### src/hw/icc_pkg.sv
// Purpose: Shared constants for the impedance calibration control ends
// Assumes: one clock mclk at 250 MHz, synchronous active-high reset
// Notes: calibration times are plain defaults; adjust per process
package icc_pkg;
    // Command codes on the channel
    localparam logic [7:0] CMD_LONG_CAL = 8'hf9;
    localparam logic [7:0] CMD_SHORT_CAL = 8'hd9;
    localparam logic [7:0] CMD_RESET = 8'hff;
    localparam logic [7:0] CMD_SYNC_RESET = 8'hfc;
    localparam logic [7:0] CMD_LUN_RESET = 8'hfa;
    localparam logic [7:0] CMD_READ_STATUS = 8'h70;

    // Widths
    localparam int CODE_W = 6;
    localparam int CNT_W = 16;

    // Times in ns and the derived cycle counts
    localparam int CLK_PERIOD_NS = 4;
    localparam int LONG_CAL_TIME_NS = 1000;
    localparam int SHORT_CAL_TIME_NS = 256;
    localparam int BUSY_ASSERT_DELAY_NS = 100;
    localparam int RESET_TIME_NS = 2000; // Well below the 10 us abort limit
    localparam logic [CNT_W-1:0] LONG_CAL_CYCLES = CNT_W'(LONG_CAL_TIME_NS / CLK_PERIOD_NS);
    localparam logic [CNT_W-1:0] SHORT_CAL_CYCLES = CNT_W'(SHORT_CAL_TIME_NS / CLK_PERIOD_NS);
    localparam logic [CNT_W-1:0] RESET_CYCLES = CNT_W'(RESET_TIME_NS / CLK_PERIOD_NS);
    localparam logic [CNT_W-1:0] XFER_CYCLES = 16'h0001;
    // Host-side least waits round up
    localparam logic [CNT_W-1:0] BUSY_ASSERT_CYCLES =
        CNT_W'((BUSY_ASSERT_DELAY_NS + CLK_PERIOD_NS - 1) / CLK_PERIOD_NS);
    localparam logic [CNT_W-1:0] HOST_LONG_WAIT =
        CNT_W'((LONG_CAL_TIME_NS + CLK_PERIOD_NS - 1) / CLK_PERIOD_NS);
    localparam logic [CNT_W-1:0] HOST_SHORT_WAIT =
        CNT_W'((SHORT_CAL_TIME_NS + CLK_PERIOD_NS - 1) / CLK_PERIOD_NS);

    // Impedance codes
    localparam logic [CODE_W-1:0] CODE_MID = 6'h20;
    localparam logic [CODE_W-1:0] FACTORY_DRV_CODE = 6'h20;
    localparam logic [CODE_W-1:0] FACTORY_ODT_CODE = 6'h20;
    localparam logic [CODE_W-1:0] VENDOR_DRV_CODE = 6'h1c;
    localparam logic [CODE_W-1:0] VENDOR_ODT_CODE = 6'h1c;

    // Status byte fields
    localparam int STAT_READY_BIT = 6;
    localparam int STAT_CAL_VALID_BIT = 1;

    // Any of the three reset codes
    function automatic logic icc_is_reset(input logic [7:0] code);
        icc_is_reset = (code == CMD_RESET) || (code == CMD_SYNC_RESET) ||
            (code == CMD_LUN_RESET);
    endfunction : icc_is_reset
endpackage : icc_pkg

### src/hw/icc_if.sv
// Purpose: Channel between host controller and flash device end
// Assumes: both ends on mclk; host drives commands, device drives status
// Notes: no resolved dq wire; the host samples dev_dq_out while dev_dq_oe is high
`timescale 1ns/1ns
interface icc_if;
    logic cmd_we;
    logic [7:0] cmd_code;
    logic rb_n;
    logic [7:0] dev_dq_out;
    logic dev_dq_oe;

    modport device (input cmd_we, input cmd_code, output rb_n, output dev_dq_out,
        output dev_dq_oe);
    modport host (output cmd_we, output cmd_code, input rb_n, input dev_dq_out,
        input dev_dq_oe);
endinterface : icc_if

### src/hw/icc_device.sv
// Purpose: Flash device end of impedance calibration control
// Assumes: host end on the same mclk; commands arrive as one-cycle strobes
// Notes: ready/busy low across calibration, transfer and reset
// How it works
// - F9h starts long calibration of both
// - D9h starts short drift-correcting calibration
// - Long calibration at power-up, accepted whenever idle
// - Copy engine codes into driver and termination
// - Long run plus transfer within long time
// - Short run corrects at least 1.5 percent
// - Host keeps data bus quiet during calibration
// - Host keeps all channels quiet meanwhile
// - Calibration current off once finished
// - No array operations while calibrating
// - Data outputs high impedance during calibration
// - Ready/busy low for calibration time
// - Shared busy: host waits delay plus long or short time
// - Reset aborts long, restores factory codes
// - Reset aborts short, restores vendor codes
// - Aborting reset completes under 10 us
// - Host never overlaps shared-resistor calibrations
// - Calibration optional on DDR interfaces
`timescale 1ns/1ns
module icc_device (
    input wire logic mclk,
    input wire logic sys_rst,
    icc_if.device link,
    input wire logic cmp_above,
    input wire logic array_req,
    output logic array_go,
    output logic cal_current_en,
    output logic cal_valid,
    output logic [icc_pkg::CODE_W-1:0] drv_code,
    output logic [icc_pkg::CODE_W-1:0] odt_code
);
    import icc_pkg::*;

    typedef enum logic [1:0] {
        DEV_IDLE = 2'b00,
        DEV_CAL = 2'b01,
        DEV_XFER = 2'b10,
        DEV_RESET = 2'b11
    } icc_dev_state_t;

    // Engine budgets leave one cycle for the done flag and the transfer cycles
    localparam logic [CNT_W-1:0] LONG_ENG_CYCLES = LONG_CAL_CYCLES - XFER_CYCLES - 16'h0001;
    localparam logic [CNT_W-1:0] SHORT_ENG_CYCLES = SHORT_CAL_CYCLES - XFER_CYCLES - 16'h0001;

    icc_dev_state_t state_reg, state_next;
    logic [CNT_W-1:0] cnt_reg, cnt_next;
    logic long_reg, long_next;
    logic init_reg, init_next;
    logic rb_reg, rb_next;
    logic oe_reg, oe_next;
    logic [7:0] dq_reg, dq_next;
    logic [CODE_W-1:0] drv_reg, drv_next, odt_reg, odt_next;
    logic valid_reg, valid_next;
    logic go_reg, go_next;
    logic eng_start, eng_long, eng_abort;
    logic [CNT_W-1:0] eng_cycles;
    logic eng_done;
    logic [CODE_W-1:0] eng_drv, eng_odt;
    logic start_long, start_short, reset_cmd;

    // Command decode
    assign start_long = init_reg || (link.cmd_we && (link.cmd_code == CMD_LONG_CAL));
    assign start_short = link.cmd_we && (link.cmd_code == CMD_SHORT_CAL);
    assign reset_cmd = link.cmd_we && icc_is_reset(link.cmd_code);

    icc_cal_engine u_engine (
        .mclk(mclk),
        .sys_rst(sys_rst),
        .start(eng_start),
        .long_mode(eng_long),
        .abort(eng_abort),
        .cycles(eng_cycles),
        .cmp_above(cmp_above),
        .done(eng_done),
        .current_en(cal_current_en),
        .drv_code(eng_drv),
        .odt_code(eng_odt)
    );

    // Sequencer next state
    always_comb begin
        state_next = state_reg;
        cnt_next = cnt_reg;
        long_next = long_reg;
        init_next = init_reg;
        rb_next = rb_reg;
        oe_next = 1'b0;
        dq_next = dq_reg;
        drv_next = drv_reg;
        odt_next = odt_reg;
        valid_next = valid_reg;
        go_next = 1'b0;
        eng_start = 1'b0;
        eng_long = 1'b0;
        eng_abort = 1'b0;
        eng_cycles = SHORT_ENG_CYCLES;
        case (state_reg)
            DEV_IDLE: begin
                rb_next = 1'b1;
                if (start_long) begin
                    // Initial and on-demand long calibration
                    init_next = 1'b0;
                    eng_start = 1'b1;
                    eng_long = 1'b1;
                    eng_cycles = LONG_ENG_CYCLES; // Fits the long budget
                    long_next = 1'b1;
                    rb_next = 1'b0; // Busy from the next cycle
                    state_next = DEV_CAL;
                end else if (start_short) begin
                    // Periodic short calibration
                    eng_start = 1'b1;
                    eng_cycles = SHORT_ENG_CYCLES;
                    long_next = 1'b0;
                    rb_next = 1'b0;
                    state_next = DEV_CAL;
                end else if (reset_cmd) begin
                    rb_next = 1'b0;
                    cnt_next = RESET_CYCLES;
                    state_next = DEV_RESET;
                end else if (link.cmd_we && (link.cmd_code == CMD_READ_STATUS)) begin
                    // Status answered only while idle
                    oe_next = 1'b1;
                    dq_next = 8'h00;
                    dq_next[STAT_READY_BIT] = 1'b1;
                    dq_next[STAT_CAL_VALID_BIT] = valid_reg;
                end else begin
                    go_next = array_req; // Array only when not calibrating
                end
            end
            DEV_CAL: begin
                rb_next = 1'b0;
                if (reset_cmd) begin
                    eng_abort = 1'b1;
                    valid_next = 1'b0;
                    if (long_reg) begin
                        drv_next = FACTORY_DRV_CODE;
                        odt_next = FACTORY_ODT_CODE;
                    end else begin
                        drv_next = VENDOR_DRV_CODE;
                        odt_next = VENDOR_ODT_CODE;
                    end
                    cnt_next = RESET_CYCLES; // Bounded reset time
                    state_next = DEV_RESET;
                end else if (eng_done) begin
                    state_next = DEV_XFER;
                end
            end
            DEV_XFER: begin
                // Load calibrated codes into the pads
                drv_next = eng_drv;
                odt_next = eng_odt;
                valid_next = 1'b1;
                rb_next = 1'b1; // Ready again after transfer
                state_next = DEV_IDLE;
            end
            DEV_RESET: begin
                if (cnt_reg <= 16'h0001) begin
                    cnt_next = '0;
                    rb_next = 1'b1;
                    state_next = DEV_IDLE;
                end else begin
                    cnt_next = cnt_reg - 1'b1;
                end
            end
            default: begin
                rb_next = 1'b1;
                state_next = DEV_IDLE;
            end
        endcase
    end

    // Sequencer registers
    always_ff @(posedge mclk) begin
        if (sys_rst) begin
            state_reg <= DEV_IDLE;
            cnt_reg <= '0;
            long_reg <= 1'b0;
            init_reg <= 1'b1;
            rb_reg <= 1'b0;
            oe_reg <= 1'b0;
            dq_reg <= 8'h00;
            drv_reg <= FACTORY_DRV_CODE;
            odt_reg <= FACTORY_ODT_CODE;
            valid_reg <= 1'b0;
            go_reg <= 1'b0;
        end else begin
            state_reg <= state_next;
            cnt_reg <= cnt_next;
            long_reg <= long_next;
            init_reg <= init_next;
            rb_reg <= rb_next;
            oe_reg <= oe_next;
            dq_reg <= dq_next;
            drv_reg <= drv_next;
            odt_reg <= odt_next;
            valid_reg <= valid_next;
            go_reg <= go_next;
        end
    end

    // Outputs straight from registers
    assign link.rb_n = rb_reg;
    assign link.dev_dq_oe = oe_reg;
    assign link.dev_dq_out = dq_reg;
    assign array_go = go_reg;
    assign cal_valid = valid_reg;
    assign drv_code = drv_reg;
    assign odt_code = odt_reg;
endmodule : icc_device

### src/hw/icc_cal_engine.sv
// Purpose: Stepping calibration engine for driver and termination codes
// Assumes: cmp_above is an analog comparator result from the pad
// Notes: one LSB step per cycle, alternating driver and termination
`timescale 1ns/1ns
module icc_cal_engine (
    input wire logic mclk,
    input wire logic sys_rst,
    input wire logic start,
    input wire logic long_mode,
    input wire logic abort,
    input wire logic [icc_pkg::CNT_W-1:0] cycles,
    input wire logic cmp_above,
    output logic done,
    output logic current_en,
    output logic [icc_pkg::CODE_W-1:0] drv_code,
    output logic [icc_pkg::CODE_W-1:0] odt_code
);
    import icc_pkg::*;

    logic cmp_s1_reg, cmp_s2_reg;
    logic [CNT_W-1:0] cnt_reg, cnt_next;
    logic [CODE_W-1:0] drv_reg, drv_next, odt_reg, odt_next;
    logic cur_reg, cur_next, done_reg, done_next;

    // Saturating one-LSB step toward the reference
    function automatic logic [CODE_W-1:0] step_code(input logic [CODE_W-1:0] c,
        input logic up);
        if (up) begin
            step_code = (c == {CODE_W{1'b1}}) ? c : c + 1'b1;
        end else begin
            step_code = (c == '0) ? c : c - 1'b1;
        end
    endfunction : step_code

    // Next values of counter, codes and current path
    always_comb begin
        cnt_next = cnt_reg;
        drv_next = drv_reg;
        odt_next = odt_reg;
        cur_next = cur_reg;
        done_next = 1'b0;
        if (abort) begin
            cur_next = 1'b0;
            cnt_next = '0;
        end else if (start) begin
            cnt_next = cycles;
            cur_next = 1'b1;
            if (long_mode) begin
                drv_next = CODE_MID;
                odt_next = CODE_MID;
            end
        end else if (cur_reg) begin
            // One step per cycle covers far more than 1.5 % in a short run
            if (cnt_reg[0]) begin
                drv_next = step_code(drv_reg, cmp_s2_reg);
            end else begin
                odt_next = step_code(odt_reg, cmp_s2_reg);
            end
            if (cnt_reg <= 16'h0001) begin
                done_next = 1'b1;
                cur_next = 1'b0; // Current path off once done
                cnt_next = '0;
            end else begin
                cnt_next = cnt_reg - 1'b1;
            end
        end
    end

    // Registers and comparator synchroniser
    always_ff @(posedge mclk) begin
        if (sys_rst) begin
            cmp_s1_reg <= 1'b0;
            cmp_s2_reg <= 1'b0;
            cnt_reg <= '0;
            drv_reg <= FACTORY_DRV_CODE;
            odt_reg <= FACTORY_ODT_CODE;
            cur_reg <= 1'b0;
            done_reg <= 1'b0;
        end else begin
            cmp_s1_reg <= cmp_above;
            cmp_s2_reg <= cmp_s1_reg;
            cnt_reg <= cnt_next;
            drv_reg <= drv_next;
            odt_reg <= odt_next;
            cur_reg <= cur_next;
            done_reg <= done_next;
        end
    end

    assign done = done_reg;
    assign current_en = cur_reg;
    assign drv_code = drv_reg;
    assign odt_code = odt_reg;
endmodule : icc_cal_engine

### src/flat_wrapper.sv
// flat-port wrapper written by rule: the top's interface ports become plain ports
module icc_device_flat import icc_pkg::*;
  (mclk, sys_rst, cmp_above, array_req, array_go, cal_current_en, cal_valid, drv_code, odt_code, link_cmd_we, link_cmd_code, link_rb_n, link_dev_dq_out, link_dev_dq_oe);
  icc_if link_i ();
  input wire logic mclk;
  input wire logic sys_rst;
  input wire logic cmp_above;
  input wire logic array_req;
  output logic array_go;
  output logic cal_current_en;
  output logic cal_valid;
  output logic [icc_pkg::CODE_W-1:0] drv_code;
  output logic [icc_pkg::CODE_W-1:0] odt_code;
  input wire logic [$bits(link_i.cmd_we)-1:0] link_cmd_we;
  input wire logic [$bits(link_i.cmd_code)-1:0] link_cmd_code;
  output wire logic [$bits(link_i.rb_n)-1:0] link_rb_n;
  output wire logic [$bits(link_i.dev_dq_out)-1:0] link_dev_dq_out;
  output wire logic [$bits(link_i.dev_dq_oe)-1:0] link_dev_dq_oe;
  assign link_i.cmd_we = link_cmd_we;
  assign link_i.cmd_code = link_cmd_code;
  assign link_rb_n = link_i.rb_n;
  assign link_dev_dq_out = link_i.dev_dq_out;
  assign link_dev_dq_oe = link_i.dev_dq_oe;
  icc_device u_core (.mclk(mclk), .sys_rst(sys_rst), .link(link_i), .cmp_above(cmp_above), .array_req(array_req), .array_go(array_go), .cal_current_en(cal_current_en), .cal_valid(cal_valid), .drv_code(drv_code), .odt_code(odt_code));
endmodule
### config.mk
export PLATFORM = sky130hd
export DESIGN_NAME = icc_device_flat
export DESIGN_NICKNAME = d
export VERILOG_FILES = /design/src/hw/icc_pkg.sv /design/src/hw/icc_if.sv /design/src/hw/icc_device.sv /design/src/hw/icc_cal_engine.sv /design/src/flat_wrapper.sv
export SDC_FILE = /design/constraint.sdc
export NUM_CORES = 1
export LEC_CHECK = 0
export ABC_AREA = 1
export BUFFER_PORTS_ARGS = -buffer_cell sky130_fd_sc_hd__buf_2
export CAP_MARGIN = 20
export CORE_UTILIZATION = 50
export CTS_BUF_LIST = sky130_fd_sc_hd__clkbuf_2
export CTS_CLUSTER_SIZE = 14
export DETAILED_ROUTE_END_ITERATION = 8
export PLACE_DENSITY = 0.69
export SLEW_MARGIN = 25
export SYNTH_ARGS = -nofsm -noshare
export SYNTH_HDL_FRONTEND = slang
export SYNTH_SLANG_ARGS = --single-unit
### constraint.sdc
create_clock -name mclk -period 2.2 [get_ports mclk]
set_clock_uncertainty 0.15 [all_clocks]
set_input_delay 0.33 -clock mclk [delete_from_list [all_inputs] [get_ports mclk]]
set_output_delay 0.33 -clock mclk [all_outputs]
set_load 0.02 [all_outputs]
After elaboration in Yosys (flattened, before gate mapping)

Index checks and enable logic that the tools add are counted.

Register bits: 70
Input bits: 13
Word-level logic and storage cells: 137

Add/sub/neg operators: 6
Magnitude comparators: 2
Eq/ne operators: 23
Muxes and demuxes: 55
Bitwise gates (word level): 6
Reductions and logical operators: 27

Operator list:

| operator                                               | number |
|---|---|
| 2-to-1 mux 16 bit                                      | 8 |
| 2-to-1 mux 6 bit                                       | 15 |
| case mux 16 bit (3 select lines)                       | 1 |
| == test 8 bit (second input constant)                  | 5 |
| <= comparator 16 x 1 -> 1 bit (second input constant)  | 2 |
| subtractor 16 x 1 -> 16 bit (second input constant)    | 2 |
| case mux 6 bit (2 select lines)                        | 2 |
| 2-to-1 mux 1 bit                                       | 19 |
| inequality test 3 x 2 -> 1 bit (second input constant) | 5 |
| adder 6 x 1 -> 6 bit (second input constant)           | 2 |
| == test 6 bit (second input constant)                  | 2 |
| logical NOT 6 bit                                      | 2 |
| 2-to-1 mux 2 bit                                       | 6 |
| AND reduction 6 bit                                    | 2 |
| subtractor 6 x 1 -> 6 bit (second input constant)      | 2 |
| == test 8 x 7 -> 1 bit (second input constant)         | 1 |
| 2-to-1 mux 8 bit                                       | 1 |
| case mux 2 bit (4 select lines)                        | 1 |
| nonzero test 2 bit                                     | 4 |
| inequality test 2 x 1 -> 1 bit (second input constant) | 3 |
| inequality test 2 bit (second input constant)          | 3 |
| NOT 1 bit                                              | 6 |
| AND reduction 2 bit                                    | 3 |
| AND reduction 3 bit                                    | 2 |
| other kinds (14)                                       | 20 |

Logic depth before layout (Yosys ltp)

Depth after elaboration: 8
Gate-level depth with buffers: 12
Gate-level depth less buffers: 12

Hierarchy

From an unflattened synthesis, not the netlist that was laid out.

Cell total of the unflattened synthesis: 668
Area, all modules: 4560.6 um^2

Modules (own cells, without submodules):

| module         | times used | cells each | area an instance (um^2) |
|---|---|---|---|
| icc_cal_engine | 1          | 362        | 2388.5 |
| icc_device     | 1          | 306        | 2172.1 |

Least setup slack after synthesis

No wires, ideal clock.

Kind: flip-flop to flip-flop
Start point: reg u_core.u_engine.cmp_s2_reg
End point: reg u_core.u_engine.drv_reg[5] (netlist: u_core.u_engine.drv_code[5])
Library setup time: 0.129 ns
Data arrival time: 1.607 ns
Path slack: 0.313 ns
Cell stages (with the launch flop): 11
Period minus slack after synthesis: 1.887 ns
Path through: dfxtp_1 inv_1 ha_1 nand2_1 inv_1 o21ai_0 nand3_1 nand2_1 nand3_1 nand2_1 nand3_1

Longest elaborated chain between the ends: 4
Elaborated cells between the ends (all ways): 7
Classes of those cells: eq/ne: 2; mux: 4; reduce/logical: 1

RTL lines:

| what                     | line                 | source |
|---|---|---|
| start: declaration       | icc_cal_engine.sv:20 | `logic cmp_s1_reg, cmp_s2_reg;` |
| start signal: assignment | icc_cal_engine.sv:81 | `cmp_s2_reg <= cmp_s1_reg;` |
| 2-to-1 mux 6 bit         | icc_cal_engine.sv:28 | `if (up) begin` |
| 2-to-1 mux 6 bit         | icc_cal_engine.sv:54 | `if (cnt_reg[0]) begin` |
| 2-to-1 mux 6 bit         | icc_cal_engine.sv:52 | `end else if (cur_reg) begin` |
| 2-to-1 mux 6 bit         | icc_cal_engine.sv:45 | `end else if (start) begin` |
| end signal: assignment   | icc_cal_engine.sv:83 | `drv_reg <= drv_next;` |
| end: declaration         | icc_cal_engine.sv:22 | `logic [CODE_W-1:0] drv_reg, drv_next, odt_reg, odt_next;` |

Several ways; a longest one is shown, not always the timed one. The select of a mux whose other input is x is not followed.
A chain may end at the register's enable or synchronous reset.

Worst setup path after layout

Same ends and word-level chain as after synthesis.

==> load_flow_metrics.sql <==
INSERT INTO impl_metrics (metric_group, metric, value, unit) VALUES
('outcome', 'run_status', 'finished clean', ''),
('global_route', 'grt_pass1_vias', '3786', ''),
('sta', 'slew_violations', '0', ''),
('setup_path', 'cp-start-kind', 'register', ''),
('clock_tree', 'clock_tree_from_tritoncts', 'done', ''),
('clock_tree', 'cts_max_path_buffers', '2', ''),
('clock_tree', 'clk_latency', '0.52', 'ns'),
('setup_path', 'worstPathBufferInverterCount', '2', ''),
('setup_path', 'slowest_stage', 'dfxtp_1', ''),
('synth', 'syn-cell-area', '4310', 'um^2'),
('clock_tree', 'worst_setup_hold_path_clk_slew', '0.20', 'ns'),
('synth', 'synth-warning-count', '0', ''),
('final_layout', 'nNetsFinal', '734', ''),
('sta', 'hold_viol', '0', ''),
('die', 'initial_core_util', '0.522', ''),
('place', 'post-place-cells', '798', ''),
('final_layout', 'post-route-util', '0.561', ''),
('pwr', 'power_frac_comb', '0.577', ''),
('job', 'maxCapViolations', '0', ''),
('sta', 'max_freq', '518', 'MHz'),
('detailed_routing', 'drc', '0', ''),
('synth', 'synth_cells', '672', ''),
('final_layout', 'insertedDiodeCount', '0', ''),
('die', 'die_y', '94.8', 'um'),
('final_layout', 'sequential_area', '1400', 'um^2'),
('setup_path', 'required', '2.48', 'ns'),
('sta', 'final.period_utilization', '0.878', ''),
('setup_path', 'timing.critical_path.arrival', '2.21', 'ns'),
('sta', 'rsz0062_at_grt', 'no', ''),
('global_route', 'globalRoute.busiestLayer', 'met2', ''),
('setup_path', 'path_class', 'reg2reg', ''),
('detailed_routing', 'wl', '9830', 'um'),
('synth', 'ys_seq_area_frac', '0.325', ''),
('place', 'dp_slack', '0.253', 'ns'),
('final_layout', 'layout-drive-gt1-share', '0.111', ''),
('global_route', 'global_route.usage.met2', '0.413', ''),
('pwr', 'share_seq_of_total_power', '0.306', ''),
('final_layout', 'area_used_by_multi_input_combinational_logic', '2480', 'um^2'),
('pwr', 'cellLeakagePower', '0.00239', 'uW'),
('synth', 'netlist-cell-type-count', '41', ''),
('detailed_routing', 'num_vias', '4094', ''),
('final_layout', 'syn_to_final_growth', '7.55', '%'),
('pwr', 'share_clk_of_total_power', '0.117', ''),
('place', 'placement.io_buffers', '31', ''),
('die', 'coreArea', '8260', 'um^2'),
('clock_tree', 'post_cts_resized', '0', ''),
('detailed_routing', 'routed_via_density', '5.01', ''),
('clock_tree', 'root_buffer', 'clkbuf_2', ''),
('pwr', 'cellPowerDensity', '1340', 'nW/um^2'),
('final_layout', 'commonest_cells_after_routing_fill_and_taps_aside', 'nand2_1, nor2_1, inv_1, dfxtp_1, nand3_1', ''),
('place', 'dpl.hpwl', '7350', 'um'),
('global_route', 'grt_first_pass_wirelength', '17100', 'um'),
('detailed_routing', 'detail_route.wl_per_cell', '12.0', 'um'),
('detailed_routing', 'antenna_left', '0', ''),
('global_route', 'use_met3', '0.0370', ''),
('final_layout', 'final.fill_count', '842', ''),
('setup_path', 'regToRegSetupSlack', '0.27', 'ns'),
('die', 'die_width', '94.8', 'um'),
('worst_hold_path', 'hold_path.class', 'in2reg', ''),
('setup_path', 'cpPeakStageDelay', '0.35', 'ns'),
('global_route', 'grtUsageMet1', '0.308', ''),
('detailed_routing', 'iteration_0_drc_markers', '165', ''),
('final_layout', 'layout.cells.non_filler', '817', ''),
('pwr', 'internal_power', '3070', 'uW'),
('pwr', 'ir_drop_worst_vdd', '0.559', 'mV'),
('sta', 'fin_setup_tns', '0', 'ns'),
('sta', 'final.setup.worst_slack', '0.269', 'ns'),
('synth', 'synth_area_per_cell', '6.41', 'um^2'),
('pwr', 'totalPowerFinal', '6200', 'uW'),
('setup_path', 'cpLargestDelayFamily', 'simple AND/OR/NAND/NOR gates', ''),
('global_route', 'pin_count_of_the_biggest_net_entering_global_routing', '34', '');
routing by layer:
metal	share of wire	routed length (um)
met2	0.47	4630
met1	0.49	4830
met4	0.016	153
met3	0.022	215
met5	0	0
Yosys cell counts, types with 2 or more instances:
cell type  count  share of area
or2_2          3         0.0044
clkbuf_1       3         0.0026
nand2_4        2         0.0052
and3_1         2         0.0029
nor2_1       122           0.11
nand3_2        3         0.0070
inv_2          7         0.0061
o211ai_1       2         0.0035
o21ai_1        3         0.0035
buf_6          6          0.016
xor2_1        13          0.026
fa_1           2         0.0093
nor3_1         7         0.0081
a21oi_1       40          0.046
nor2_4         2         0.0052
buf_4          6          0.010
nand2_2        8          0.012
o21ai_0       26          0.030
nor2_2         2         0.0029
nand3b_1       3         0.0052
xnor2_1        5          0.010
dfxtp_1       70           0.33
clkinv_1       2         0.0017
ha_1          12          0.035
nand4_1       13          0.019
nand3_1       48          0.056
nand2_1      175           0.15
inv_1         70          0.061
buf_2          3         0.0035
power groups by stage:
stage	combinational, uW	clock, uW	sequential [uW]
after floorplan	2880	0	1950
after global placement	3510	0	1910
after detailed placement	3550	0	1920
after CTS	3580	753	1890
after global routing	4160	790	1950
final	3580	728	1900
final timing paths:
kind | to | startpoint | depth (start not counted)
setup / recovery | u_core.u_engine.drv_code[5]$_SDFFE_PP1P_ | u_core.u_engine.cmp_s2_reg$_SDFF_PP0_ | 10
hold / removal | u_core.array_go$_SDFF_PP0_ | link_cmd_code[0] | 5
setup reg to reg | u_core.u_engine.drv_code[5]$_SDFFE_PP1P_ | u_core.u_engine.cmp_s2_reg$_SDFF_PP0_ | 10
hold reg to reg | u_core.u_engine.cmp_s2_reg$_SDFF_PP0_ | u_core.u_engine.cmp_s1_reg$_SDFF_PP0_ | 2
layout make-up:
type,count,share of cell area
multi-input combinational,508,0.535
tap,105,0.0284
clock buffer,10,0.0108
sequential,70,0.303
timing repair buffer,38,0.0465
clock inverter,6,0.0113
inverter,80,0.0651
cell families (layout without fill, tap and decap cells):
| kind of cell | after synthesis | count (layout) | synth area share |
|---|---|---|---|
| AOI/OAI and AO/OA | 75 | 75 | 0.0904 |
| xor gates and xnor gates | 18 | 18 | 0.0366 |
| adders and majority gates | 14 | 14 | 0.0442 |
| buffers and inverters | 99 | 134 | 0.103 |
| DFF | 70 | 70 | 0.325 |
| other | 1 | 6 | 0.000871 |
| and+or+nand+nor | 395 | 395 | 0.399 |
metrics by stage:
step           hold slack (ns)  area (um^2)
2_1_floorplan            0.238         4330
3_3_place_gp             0.244         4500
4_1_cts                 0.0108         4630
3_5_place_dp             0.254         4500
6_report                0.0496         4630
5_1_grt                 0.0126         4630
tightest hold or removal path, stage by stage:
cell and delay [ns]:
buf_2 0.10, nor3_1 0.05, nand3_1 0.07, nand3_1 0.06
nor2_1 0.07
repair_timing:
action                     in CTS  in global routing
hold buffers                    3                  0
setup endpoints to repair       0                  0
hold endpoints to repair        5                  0
No activity file was read; power rests on OpenSTA's default activity.
